$ cat src/mpb_pkg.sv
// Package of constants and carriers for the motion profile parameter bank
package mpb_pkg;

	// Parameter addresses of the drive's parameter access port
	localparam logic [15:0] ADDR_SCALE_DEN    = 16'h060E; // Scaling denominator
	localparam logic [15:0] ADDR_SCALE_NUM    = 16'h0610; // Scaling numerator
	localparam logic [15:0] ADDR_PROF_ACC     = 16'h0614; // Acceleration
	localparam logic [15:0] ADDR_PROF_DEC     = 16'h0616; // Deceleration
	localparam logic [15:0] ADDR_ROT_DIR      = 16'h0618; // Rotation direction
	localparam logic [15:0] ADDR_JERK         = 16'h061A; // Jerk filter time
	localparam logic [15:0] ADDR_PP_VEL       = 16'h0600; // Profile position target velocity
	localparam logic [15:0] ADDR_ABS_TARGET   = 16'h0602; // Absolute target position
	localparam logic [15:0] ADDR_REL_MOTOR    = 16'h0604; // Relative to motor position
	localparam logic [15:0] ADDR_REL_TARGET   = 16'h0606; // Relative to current target
	localparam logic [15:0] ADDR_PV_TARGET    = 16'h0608; // Profile velocity target
	localparam logic [15:0] ADDR_PACKED_RAMP  = 16'h060A; // Packed acceleration/deceleration

	// Reset (factory) values
	localparam logic [31:0] RST_SCALE_DEN     = 32'h0000_4000;
	localparam logic [31:0] RST_SCALE_NUM     = 32'h0000_0001;
	localparam logic [31:0] RST_PROF_ACC      = 32'h0000_0258;
	localparam logic [31:0] RST_PROF_DEC      = 32'h0000_02EE;
	localparam logic        RST_ROT_DIR       = 1'h0;
	localparam logic [7:0]  RST_JERK          = 8'h00;
	localparam logic [15:0] RST_PP_VEL        = 16'h003C;
	localparam logic [31:0] RST_POSITION      = 32'h0000_0000;
	localparam logic [31:0] RST_PV_TARGET     = 32'h0000_0000;

	// Limits
	localparam logic [31:0] SCALE_MIN         = 32'h0000_0001;
	localparam logic [31:0] SCALE_MAX         = 32'h7FFF_FFFF;
	localparam logic [15:0] VEL_MIN           = 16'h0001;
	localparam logic [15:0] VEL_MAX           = 16'h3390;   // 13200 RPM
	localparam logic [31:0] ACC_MIN           = 32'h0000_0001;
	localparam logic [31:0] DEC_MIN           = 32'h0000_02EE; // 750 RPM/s
	localparam logic [31:0] RAMP_MAX          = 32'h002D_C6C0; // 3000000 RPM/s
	localparam logic [31:0] PACK_SCALE        = 32'h0000_000A; // Packed halves count 10 RPM/s
	localparam logic [15:0] HALF_SAT          = 16'hFFFF;
	localparam logic [15:0] JERK_ALLOWED_MASK = 16'h00FF;   // Bit k set: 2**k ms; all clear is off

	// Rotation direction encodings
	localparam logic        DIR_CW            = 1'h0;
	localparam logic        DIR_CCW           = 1'h1;

	// Field positions of the packed ramp word
	localparam int          PACK_ACC_LSB      = 16;
	localparam int          PACK_DEC_LSB      = 0;

	// Request from the fieldbus master
	typedef struct packed {
		logic        write;  // 1 write, 0 read
		logic [15:0] addr;   // Parameter address
		logic [31:0] wdata;  // Write value
	} mpb_req_t;

	// Answer to the fieldbus master
	typedef struct packed {
		logic        ack;    // One-cycle answer strobe
		logic        err;    // Rejected or unmapped
		logic [31:0] rdata;  // Read value
	} mpb_rsp_t;

	// Target position event towards the position controller
	typedef struct packed {
		logic        valid;     // One-cycle new target
		logic        zero_pos;  // Set actual position to zero first
		logic [31:0] position;  // Target in user units
	} mpb_target_t;

endpackage

$ cat src/mpb_param_bank.sv
// Motion profile and scaling parameter bank with fieldbus parameter access
// Contract
// - Direction 0 clockwise, 1 counter-clockwise
// - Direction write only disabled, active after power-on
// - Denominator 1..2147483647, default 16384
// - Numerator 1..2147483647, default 1
// - Denominator activates only when numerator written
// - Scaling writes rejected while power stage enabled
// - Position velocity 1..13200, clamped to maxima
// - Velocity target +-13200, clamped, immediate
// - Absolute target within limits, takes effect immediately
// - Motor-referenced relative adds to motor position
// - Target-referenced relative adds to running target
// - Standstill relative move may overrun, zeroes position
// - Jerk 0 or 1..128 ms powers of two
// - Jerk change only when motion finished
// - Acceleration 1..3000000, default 600
// - Deceleration 750..3000000, default 750
// - Ramp changes apply at next motion start
// - Packed word: acc high, dec low, times ten
// - Packed write updates both, each limit checked
// - Packed readback halves saturate to 65535
`timescale 1ns/1ps
module mpb_param_bank
	import mpb_pkg::*;
(
	input  wire logic        ref_clk_in,          // 125 MHz motion clock
	input  wire logic        nrst_in,             // Asynchronous reset, active low
	input  wire logic        req_valid_in,        // Parameter request strobe
	input  wire mpb_req_t    req_in,              // Parameter request
	input  wire logic        power_stage_en_in,   // Power stage enabled
	input  wire logic        power_on_in,         // Power-on event pulse
	input  wire logic        motion_finished_in,  // Operating mode inactive
	input  wire logic        motion_start_in,     // Pulse at start of a movement
	input  wire logic [31:0] motor_position_in,   // Actual position, user units
	input  wire logic [31:0] pos_limit_min_in,    // Lower user position limit
	input  wire logic [31:0] pos_limit_max_in,    // Upper user position limit
	input  wire logic [15:0] max_profile_velocity_in, // Maximum profile velocity
	input  wire logic [15:0] max_speed_in,        // Maximum speed
	output mpb_rsp_t         rsp_out,             // Answer to master
	output mpb_target_t      target_out,          // New target towards controller
	output logic             active_direction_out, // Direction in force
	output logic [31:0]      active_scale_num_out, // Scaling numerator in force
	output logic [31:0]      active_scale_den_out, // Scaling denominator in force
	output logic [31:0]      active_acc_out,      // Acceleration of current motion
	output logic [31:0]      active_dec_out,      // Deceleration of current motion
	output logic [7:0]       active_jerk_out,     // Jerk time of current motion
	output logic [15:0]      pp_velocity_out,     // Clamped position mode velocity
	output logic [31:0]      pv_velocity_out      // Clamped velocity mode target
);

	// Settings in flip-flops; active copies feed the motion path
	// Stored settings as seen by the master
	logic        rotation_direction;            // Pending direction
	logic [31:0] scale_denominator;             // Written denominator, not yet active
	logic [31:0] scale_numerator;               // Written numerator
	logic [31:0] profile_acceleration;          // Next-motion acceleration
	logic [31:0] profile_deceleration;          // Next-motion deceleration
	logic [7:0]  jerk_filter_time;              // Next-motion jerk time
	logic [15:0] position_mode_target_velocity; // Unclamped request
	logic [31:0] velocity_mode_target;          // Unclamped request
	logic [31:0] absolute_target_position;      // Last absolute write
	logic [31:0] relative_to_motor_target;      // Last motor-referenced write
	logic [31:0] relative_to_target_target;     // Last target-referenced write
	logic [31:0] current_target;                // Target of the movement in progress

	// A request is a one-cycle strobe, so no holding register
	// Write bit alone tells reads from writes
	// Decoded access
	logic        wr;
	logic        rd;
	logic [31:0] wv;
	assign wr = req_valid_in & req_in.write;
	assign rd = req_valid_in & ~req_in.write;
	assign wv = req_in.wdata;

	// All range checks run at once; the address decode picks one
	// Helper checks
	logic        scale_ok;     // Value within scaling range
	logic        vel_ok;       // Unsigned velocity within range
	logic        pv_ok;        // Signed velocity within range
	logic        acc_ok;
	logic        dec_ok;
	logic        jerk_ok;
	logic [31:0] pack_acc;     // Upper half times ten
	logic [31:0] pack_dec;     // Lower half times ten
	logic        pack_ok;
	logic [31:0] pv_mag;       // Magnitude of the written velocity
	logic [32:0] rel_motor_sum;
	logic [32:0] rel_target_sum;
	logic        abs_in_limits;
	logic        relm_in_limits;
	logic        relt_in_limits;

	assign scale_ok = ($signed(wv) >= $signed(SCALE_MIN)) && ($signed(wv) <= $signed(SCALE_MAX));
	assign vel_ok   = (wv[31:16] == 16'h0000) && (wv[15:0] >= VEL_MIN) && (wv[15:0] <= VEL_MAX);
	assign pv_mag   = wv[31] ? (32'h0000_0000 - wv) : wv;
	assign pv_ok    = (pv_mag <= {16'h0000, VEL_MAX});
	assign acc_ok   = (wv >= ACC_MIN) && (wv <= RAMP_MAX);
	assign dec_ok   = (wv >= DEC_MIN) && (wv <= RAMP_MAX);
	// Mask plus power-of-two test; 256 and up are refused
	// Zero, or a single set bit among 1..128 ms
	assign jerk_ok  = (wv[31:16] == 16'h0000) && ((wv[15:0] & ~JERK_ALLOWED_MASK) == 16'h0000)
	                  && ((wv[15:0] & (wv[15:0] - 16'h0001)) == 16'h0000);
	// Each half scaled by ten; a 16-bit half times ten always fits in 32 bits
	assign pack_acc = 32'(wv[PACK_ACC_LSB +: 16]) * PACK_SCALE;
	assign pack_dec = 32'(wv[PACK_DEC_LSB +: 16]) * PACK_SCALE;
	assign pack_ok  = (pack_acc >= ACC_MIN) && (pack_acc <= RAMP_MAX)
	                  && (pack_dec >= DEC_MIN) && (pack_dec <= RAMP_MAX);

	// Relative sums against motor position or running target
	// Sums kept one bit wider so a wrap cannot sneak past the limit check
	assign rel_motor_sum  = {motor_position_in[31], motor_position_in} + {wv[31], wv};
	assign rel_target_sum = {current_target[31], current_target} + {wv[31], wv};

	// Unsigned compares would let a negative target look huge
	// Limit checks in signed arithmetic
	function automatic logic in_limits(input logic [32:0] v, input logic [31:0] lo, input logic [31:0] hi);
		in_limits = ($signed(v) >= $signed({lo[31], lo})) && ($signed(v) <= $signed({hi[31], hi}));
	endfunction
	assign abs_in_limits  = in_limits({wv[31], wv}, pos_limit_min_in, pos_limit_max_in);
	assign relm_in_limits = in_limits(rel_motor_sum, pos_limit_min_in, pos_limit_max_in);
	assign relt_in_limits = in_limits(rel_target_sum, pos_limit_min_in, pos_limit_max_in);

	// Locks follow drive state in the request cycle; a refused
	// write is reported and never half applied
	// Write acceptance per address; a refused write changes nothing
	// Accept defaults low so an odd address is never taken
	logic accept;
	logic mapped;
	always_comb begin
		accept = 1'b0;
		mapped = 1'b1;
		case (req_in.addr)
			ADDR_SCALE_DEN:   accept = scale_ok & ~power_stage_en_in;
			ADDR_SCALE_NUM:   accept = scale_ok & ~power_stage_en_in;
			ADDR_PROF_ACC:    accept = acc_ok;
			ADDR_PROF_DEC:    accept = dec_ok;
			ADDR_ROT_DIR:     accept = (wv[31:1] == 31'h0) & ~power_stage_en_in;
			ADDR_JERK:        accept = jerk_ok & motion_finished_in;
			ADDR_PP_VEL:      accept = vel_ok;
			ADDR_PV_TARGET:   accept = pv_ok;
			ADDR_ABS_TARGET:  accept = abs_in_limits;
			// From standstill the limits may be overrun; position is zeroed first
			ADDR_REL_MOTOR:   accept = motion_finished_in | relm_in_limits;
			ADDR_REL_TARGET:  accept = motion_finished_in | relt_in_limits;
			ADDR_PACKED_RAMP: accept = pack_ok;
			default:          mapped = 1'b0;
		endcase
	end

	// One write qualifier shared by every settings process
	logic do_wr;
	assign do_wr = wr & mapped & accept;

	// Truncating division; an oversized half reads all ones
	// Saturated packed readback halves
	function automatic logic [15:0] sat_half(input logic [31:0] v);
		logic [31:0] q;
		q = v / PACK_SCALE;
		sat_half = (q[31:16] != 16'h0000) ? HALF_SAT : q[15:0];
	endfunction

	// Unmapped reads return zero beside the error flag
	// Read multiplexer
	logic [31:0] rd_value;
	always_comb begin
		rd_value = 32'h0000_0000;
		case (req_in.addr)
			ADDR_SCALE_DEN:   rd_value = scale_denominator;
			ADDR_SCALE_NUM:   rd_value = scale_numerator;
			ADDR_PROF_ACC:    rd_value = profile_acceleration;
			ADDR_PROF_DEC:    rd_value = profile_deceleration;
			ADDR_ROT_DIR:     rd_value = {31'h0, rotation_direction};
			ADDR_JERK:        rd_value = {24'h0, jerk_filter_time};
			ADDR_PP_VEL:      rd_value = {16'h0, position_mode_target_velocity};
			ADDR_PV_TARGET:   rd_value = velocity_mode_target;
			ADDR_ABS_TARGET:  rd_value = absolute_target_position;
			ADDR_REL_MOTOR:   rd_value = relative_to_motor_target;
			ADDR_REL_TARGET:  rd_value = relative_to_target_target;
			ADDR_PACKED_RAMP: rd_value = {sat_half(profile_acceleration), sat_half(profile_deceleration)};
			default:          rd_value = 32'h0000_0000;
		endcase
	end

	// Refused requests are answered too, so the master never
	// waits more than one cycle for any reply
	// Answer: one cycle after every request
	always_ff @(posedge ref_clk_in or negedge nrst_in) begin
		if (!nrst_in) begin
			rsp_out <= '0;
		end else begin
			rsp_out.ack   <= req_valid_in;
			rsp_out.err   <= req_valid_in & (~mapped | (req_in.write & ~accept));
			rsp_out.rdata <= (rd & mapped) ? rd_value : 32'h0000_0000;
		end
	end

	// Master reads the pending value; the output keeps its sense
	// until power-on so a turning shaft never reverses
	// Direction: stored now, in force only after the next power-on
	always_ff @(posedge ref_clk_in or negedge nrst_in) begin
		if (!nrst_in) begin
			rotation_direction   <= RST_ROT_DIR;
			active_direction_out <= RST_ROT_DIR;
		end else begin
			if (do_wr && req_in.addr == ADDR_ROT_DIR) begin
				rotation_direction <= wv[0];
			end
			// Power-on takes whatever is pending at that edge
			if (power_on_in) begin
				active_direction_out <= rotation_direction;
			end
		end
	end

	// Both active values move on one edge, so no stale pairing
	// Scaling: denominator is staged until the numerator is written
	always_ff @(posedge ref_clk_in or negedge nrst_in) begin
		if (!nrst_in) begin
			scale_denominator    <= RST_SCALE_DEN;
			scale_numerator      <= RST_SCALE_NUM;
			active_scale_den_out <= RST_SCALE_DEN;
			active_scale_num_out <= RST_SCALE_NUM;
		end else if (do_wr) begin
			if (req_in.addr == ADDR_SCALE_DEN) begin
				scale_denominator <= wv;
			end
			// Numerator write commits the staged denominator
			if (req_in.addr == ADDR_SCALE_NUM) begin
				scale_numerator      <= wv;
				active_scale_num_out <= wv;
				active_scale_den_out <= scale_denominator;
			end
		end
	end

	// Packed word has no storage; it writes through to both ramps
	// and a refused packed write leaves both as they were
	// Ramps and jerk: ramps change freely, jerk only with motion finished; motion copies latch at start
	always_ff @(posedge ref_clk_in or negedge nrst_in) begin
		if (!nrst_in) begin
			profile_acceleration <= RST_PROF_ACC;
			profile_deceleration <= RST_PROF_DEC;
			jerk_filter_time     <= RST_JERK;
		end else if (do_wr) begin
			case (req_in.addr)
				ADDR_PROF_ACC: begin
					profile_acceleration <= wv;
				end
				ADDR_PROF_DEC: begin
					profile_deceleration <= wv;
				end
				// Both halves land on the same edge
				ADDR_PACKED_RAMP: begin
					profile_acceleration <= pack_acc;
					profile_deceleration <= pack_dec;
				end
				// Accepted only with the motion finished
				ADDR_JERK: begin
					jerk_filter_time <= wv[7:0];
				end
				default: begin
				end
			endcase
		end
	end

	// Three extra registers buy a motion no ramp write bends
	// Motion copies; a write in the start cycle is not yet seen by that motion
	always_ff @(posedge ref_clk_in or negedge nrst_in) begin
		if (!nrst_in) begin
			active_acc_out  <= RST_PROF_ACC;
			active_dec_out  <= RST_PROF_DEC;
			active_jerk_out <= RST_JERK;
		end else if (motion_start_in) begin
			active_acc_out  <= profile_acceleration;
			active_dec_out  <= profile_deceleration;
			active_jerk_out <= jerk_filter_time;
		end
	end

	// Raw requests kept so a raised maximum lifts the clamp
	// Velocity requests
	always_ff @(posedge ref_clk_in or negedge nrst_in) begin
		if (!nrst_in) begin
			position_mode_target_velocity <= RST_PP_VEL;
			velocity_mode_target          <= RST_PV_TARGET;
		end else if (do_wr) begin
			if (req_in.addr == ADDR_PP_VEL) begin
				position_mode_target_velocity <= wv[15:0];
			end
			// Applies at once; the clamp follows next cycle
			if (req_in.addr == ADDR_PV_TARGET) begin
				velocity_mode_target <= wv;
			end
		end
	end

	// Clamping to the smaller of the two maxima, tracked every cycle
	// Caps come from pins and may change in any cycle
	// Clamped outputs lag the stored request by one cycle
	logic [15:0] vel_cap;
	logic [31:0] pv_req_mag;
	logic [31:0] pv_clamped_mag;
	assign vel_cap        = (max_profile_velocity_in < max_speed_in) ? max_profile_velocity_in : max_speed_in;
	assign pv_req_mag     = velocity_mode_target[31] ? (32'h0000_0000 - velocity_mode_target) : velocity_mode_target;
	assign pv_clamped_mag = (pv_req_mag > {16'h0000, vel_cap}) ? {16'h0000, vel_cap} : pv_req_mag;

	always_ff @(posedge ref_clk_in or negedge nrst_in) begin
		if (!nrst_in) begin
			pp_velocity_out <= 16'h0000;
			pv_velocity_out <= 32'h0000_0000;
		end else begin
			pp_velocity_out <= (position_mode_target_velocity > vel_cap) ? vel_cap
			                   : position_mode_target_velocity;
			pv_velocity_out <= velocity_mode_target[31] ? (32'h0000_0000 - pv_clamped_mag)
			                   : pv_clamped_mag;
		end
	end

	// Relative forms sum in the write cycle; while moving, a sum
	// that wraps 32 bits fails the limit check and is refused
	// Position holds between strobes for the controller to read
	// Target positions: a new target issues immediately
	always_ff @(posedge ref_clk_in or negedge nrst_in) begin
		if (!nrst_in) begin
			absolute_target_position  <= RST_POSITION;
			relative_to_motor_target  <= RST_POSITION;
			relative_to_target_target <= RST_POSITION;
			current_target            <= RST_POSITION;
			target_out                <= '0;
		end else begin
			// Strobes drop unless an accepted write raises them
			target_out.valid    <= 1'b0;
			target_out.zero_pos <= 1'b0;
			if (do_wr) begin
				case (req_in.addr)
					// Absolute form replaces the running target
					ADDR_ABS_TARGET: begin
						absolute_target_position <= wv;
						current_target           <= wv;
						target_out.valid         <= 1'b1;
						target_out.position      <= wv;
					end
					// Motor form refers to the actual position
					ADDR_REL_MOTOR: begin
						relative_to_motor_target <= wv;
						target_out.valid         <= 1'b1;
						if (motion_finished_in) begin
							// Position is zeroed, so the offset becomes the target
							current_target      <= wv;
							target_out.position <= wv;
							target_out.zero_pos <= 1'b1;
						end else begin
							current_target      <= rel_motor_sum[31:0];
							target_out.position <= rel_motor_sum[31:0];
						end
					end
					// Target form refers to the running target
					ADDR_REL_TARGET: begin
						relative_to_target_target <= wv;
						target_out.valid          <= 1'b1;
						if (motion_finished_in) begin
							current_target      <= wv;
							target_out.position <= wv;
							target_out.zero_pos <= 1'b1;
						end else begin
							current_target      <= rel_target_sum[31:0];
							target_out.position <= rel_target_sum[31:0];
						end
					end
					default: begin
					end
				endcase
			end
		end
	end

endmodule

$ cat config.mk
export PLATFORM = sky130hd
export DESIGN_NAME = mpb_param_bank
export DESIGN_NICKNAME = d
export VERILOG_FILES = /design/src/mpb_pkg.sv /design/src/mpb_param_bank.sv
export SDC_FILE = /design/constraint.sdc
export NUM_CORES = 2
export LEC_CHECK = 0
export BUFFER_PORTS_ARGS = -buffer_cell sky130_fd_sc_hd__buf_2
export CAP_MARGIN = 20
export CORE_UTILIZATION = 35
export DETAILED_ROUTE_END_ITERATION = 8
export PLACE_DENSITY = 0.49
export SKIP_CTS_REPAIR_TIMING = 1
export SLEW_MARGIN = 30
export SYNTH_ARGS = -nofsm -noshare
export SYNTH_HDL_FRONTEND = slang
export SYNTH_SLANG_ARGS = --single-unit
$ cat constraint.sdc
create_clock -name ref_clk_in -period 14.18 [get_ports ref_clk_in]
set_clock_uncertainty 0.15 [all_clocks]
set_input_delay 1.418 -clock ref_clk_in [delete_from_list [all_inputs] [get_ports ref_clk_in]]
set_output_delay 1.418 -clock ref_clk_in [all_outputs]
set_load 0.02 [all_outputs]
==> key figures <==
Floorplan
  – I/O pins: between 400 and 500
  – Die Y: 351 um
  – Die Area: 123000 sq um
  – Initial Utilization: between 30% and 40%
  – Die width: 351 um
  – Core box area: around 120000 sq um
  – Rows: 127

Cells and area
  – Top Registers: rsp_out: 34 flops, target_out: 34 flops
  – Area Overhead vs Synth: 13.9%
  – NumNets Final: about 5600
  – Layout cell share with drive strength beyond 1: a little under a quarter
  – Non-filler instance count after layout: 6739

Clocking
  – Worst skew pair latency: approximately 0.66 ns
  – Bufs on Longest Clock Path: 3
  – CTS Sinks: 502
  – CTS tree: done
  – Worst-path clk slew: 0.06 ns
  – H-tree depth: 3
  – Root Buffer: clkbuf_16
  – Num CTS Buffers: 66

Logic synthesis
  – Syn Inst Count: just under 5000
  – Syn nets: between 5000 and 6000
  – Mapped Area: 42600 sq um
  – Synthesis-stage register bit count: 502
  – Top FF cell, synth: dfrtp_1
  – Syn_area_per_cell: slightly below 9 sq um
  – Yosys Warn Count: 0
  – Share of the yosys chip area belonging to registers: around 30%
  – Count of cell types in the netlist: 138
  – Async S/R FF share, synth: 100%
  – Post-synth EDFFs: 0

Critical path
  – CP max stage cell: dfrtp_1
  – Crit path buffers/inverters: 1
  – Arrival time of the worst setup path: approximately 14 ns
  – CP Data Required Time: 14.56 ns
  – Crit path capture type: flip-flop
  – Crit-path leading delay family: compound AO/OA/AOI/OAI gates
  – Crit start category: flip-flop
  – Crit path kind: flip-flop to flip-flop
  – Crit-path max FO: 29
  – R2R cell count: 40
  – Reg2Reg Setup Slack: 1.05 ns
  – Stages on worst setup path: 40
  – Critical path's largest stage delay: approximately 0.93 ns

Power
  – Cell Pwr Density: 79.3 nW/um^2
  – P_leak: 22.0 nW
  – Peak supply drop: 0.0782 mV

Routing
  – DRC violations left: 0
  – Iter 0 DRT Violations: 3580
  – Total number of vias: about 40000
  – DRT Wirelength: between 150 and 200 mm
  – 1st-pass router iterations: 6
  – Detail Route Antenna Nets: 0
  – Vias per cell: between 5 and 6
  – DR WL/cell: 24.6 um

STA
  – Final Setup Violations: 0
  – Post-layout min period: about 13 ns
  – Slew Limit Headroom: 28.0%
  – Final Slew Violations: 0
  – Final Cycle Share: ~93%
  – Hold Fails Final Rpt: 0
  – F_max: 76.2 MHz
  – Fin Setup TNS: 0 ns
  – Smallest hold slack: roughly 0.35 ns
  – Slew @ Worst Pin: approximately 1.1 ns
  – RSZ-0062 raised after global routing: no

GRT
  – First-pass GRT wire length: 249 mm
  – GRT Total Usage: 26.5%
  – Number of global-route vias before repair: 38800
  – GRT Residual Overflow: 0
  – Largest net degree at the start of global routing: 71
  – Initial antenna violation count: 11

Min path
  – WHS Path Cells: 1
  – Path type of the worst min-delay path: flip-flop to flip-flop

Outcome
  – Status: finished clean

Job
  – Maxcap violations: 0

Placement
  – Buffers added on ports: 436
  – Placed insts: around 6600
  – RD Place Congestion: roughly 0.92
  – HPWL Detailed: 123 mm
-- cells in the final DEF (no fill, tap or decap), types with 114 or more instances in the layout --
master,n
dfrtp_1,471
buf_2,434
mux2_2,385
ha_1,366
nand2_1,357
a21oi_1,320
o21ai_0,294
nor2_1,290
inv_1,217
xnor2_1,146
nand3_1,114
-- power by group --
| group | switching (W) | internal (W) |
|---|---|---|
| Clock | 0.000724 | 0.00105 |
| Combinational | 0.000401 | 0.000225 |
| Sequential | 0.00000239 | 0.00144 |
| Total | 0.00113 | 0.00272 |
-- worst register-to-register path, delay by kind of cell (launching register included) --
family / cells / cell delay, ns
compound gates: 25 / 7.54
simple gates: 13 / 3.71
flops: 1 / 0.93
fa+ha+maj: 1 / 0.37
buf+inv: 1 / 0.33
-- Yosys cell counts (13+ instances only) --
master	number	area share (%)
nor2b_1	81	1.2
o2111ai_1	19	0.39
a221o_1	16	0.38
nor2_1	295	2.6
buf_2	36	0.42
a22oi_1	82	1.4
o211a_1	13	0.31
a21o_1	42	0.74
a222oi_1	15	0.35
a2111oi_0	20	0.41
nand4_1	93	1.4
a21oi_1	323	3.8
a221oi_1	34	0.70
a211o_1	20	0.41
ha_1	366	11
inv_1	217	1.9
nand2_1	357	3.1
xnor2_1	148	3.0
buf_1	27	0.24
clkbuf_1	241	2.1
or2_2	15	0.22
a41oi_1	16	0.33
and3_1	19	0.28
mux2_2	385	10
or3_1	38	0.56
o31ai_1	24	0.42
nand3_1	114	1.3
o21a_1	38	0.67
o21ai_0	294	3.5
o21bai_1	73	1.3
o211ai_1	40	0.71
a211oi_1	23	0.41
o221ai_1	15	0.31
or4_1	18	0.32
mux2i_1	48	1.1
dfrtp_1	473	28
o21ai_1	13	0.15
xor2_1	15	0.31
a31oi_1	37	0.54
dfstp_2	29	1.8
o22ai_1	37	0.54
and2_1	24	0.35
nand2b_1	70	1.0
nor4_1	43	0.63
nor3_1	103	1.2
-- metrics by stage --
step | total power [W] | utilization [%] | area (sq um) | worst slack [ns]
5_1_grt | 0.00401 | 40.3 | 48500 | 0.00720
4_1_cts | 0.00389 | 40.3 | 48400 | 0.773
2_1_floorplan | 0.00185 | - | 42600 | 3.43
3_5_place_dp | 0.00210 | 38.4 | 46200 | 0.798
6_report | 0.00385 | 40.3 | 48500 | 1.05
3_3_place_gp | 0.00209 | 38.3 | 46100 | 0.965
-- kinds of logic (layout without fill, tap and decap cells) --
kind of cell | after synthesis | after routing | share of synthesized area [%]
XOR/XNOR | 165 | 165 | 3.43
other | 0 | 5 | 0
buffers and inverters | 557 | 871 | 5.30
AND/OR/NAND/NOR | 1368 | 1368 | 16.2
adder cells (fa/ha/maj) | 378 | 378 | 11.1
multiplexers | 438 | 438 | 11.5
flip-flops | 502 | 502 | 29.6
AO/OA/AOI/OAI | 1400 | 1400 | 22.9
-- area by class of cell --
class / count / area [sq um]
clock buffers: 81 / 1820
diodes: 5 / 12.5
repair buffers: 520 / 2870
well taps: 1612 / 2020
inverters: 232 / 871
flip-flops and latches: 502 / 12600
fillers: 12200 / 71800
clock inverters: 38 / 450
multi-input cells: 3749 / 27900
-- worst paths after layout --
check                                    startpoint                 end
max in group asynchronous                   nrst_in  pp_velocity_out[9]
max reg2reg                profile_deceleration[29]          rsp_out[0]
min reg2reg                      active_dec_out[20]  active_dec_out[20]
min                              active_dec_out[20]  active_dec_out[20]
max                        profile_deceleration[29]          rsp_out[0]
min in group asynchronous                   nrst_in  active_acc_out[19]
-- per-layer routing --
layer	global-route usage (%)	vias up	share of wire, %
met5	0	-	0.046
met4	8.42	12	3.0
met3	4.18	248	6.6
met2	42.6	1345	46
met1	36.1	19900	44
li1	-	18500	-
(Power assumes the default switching activity.)
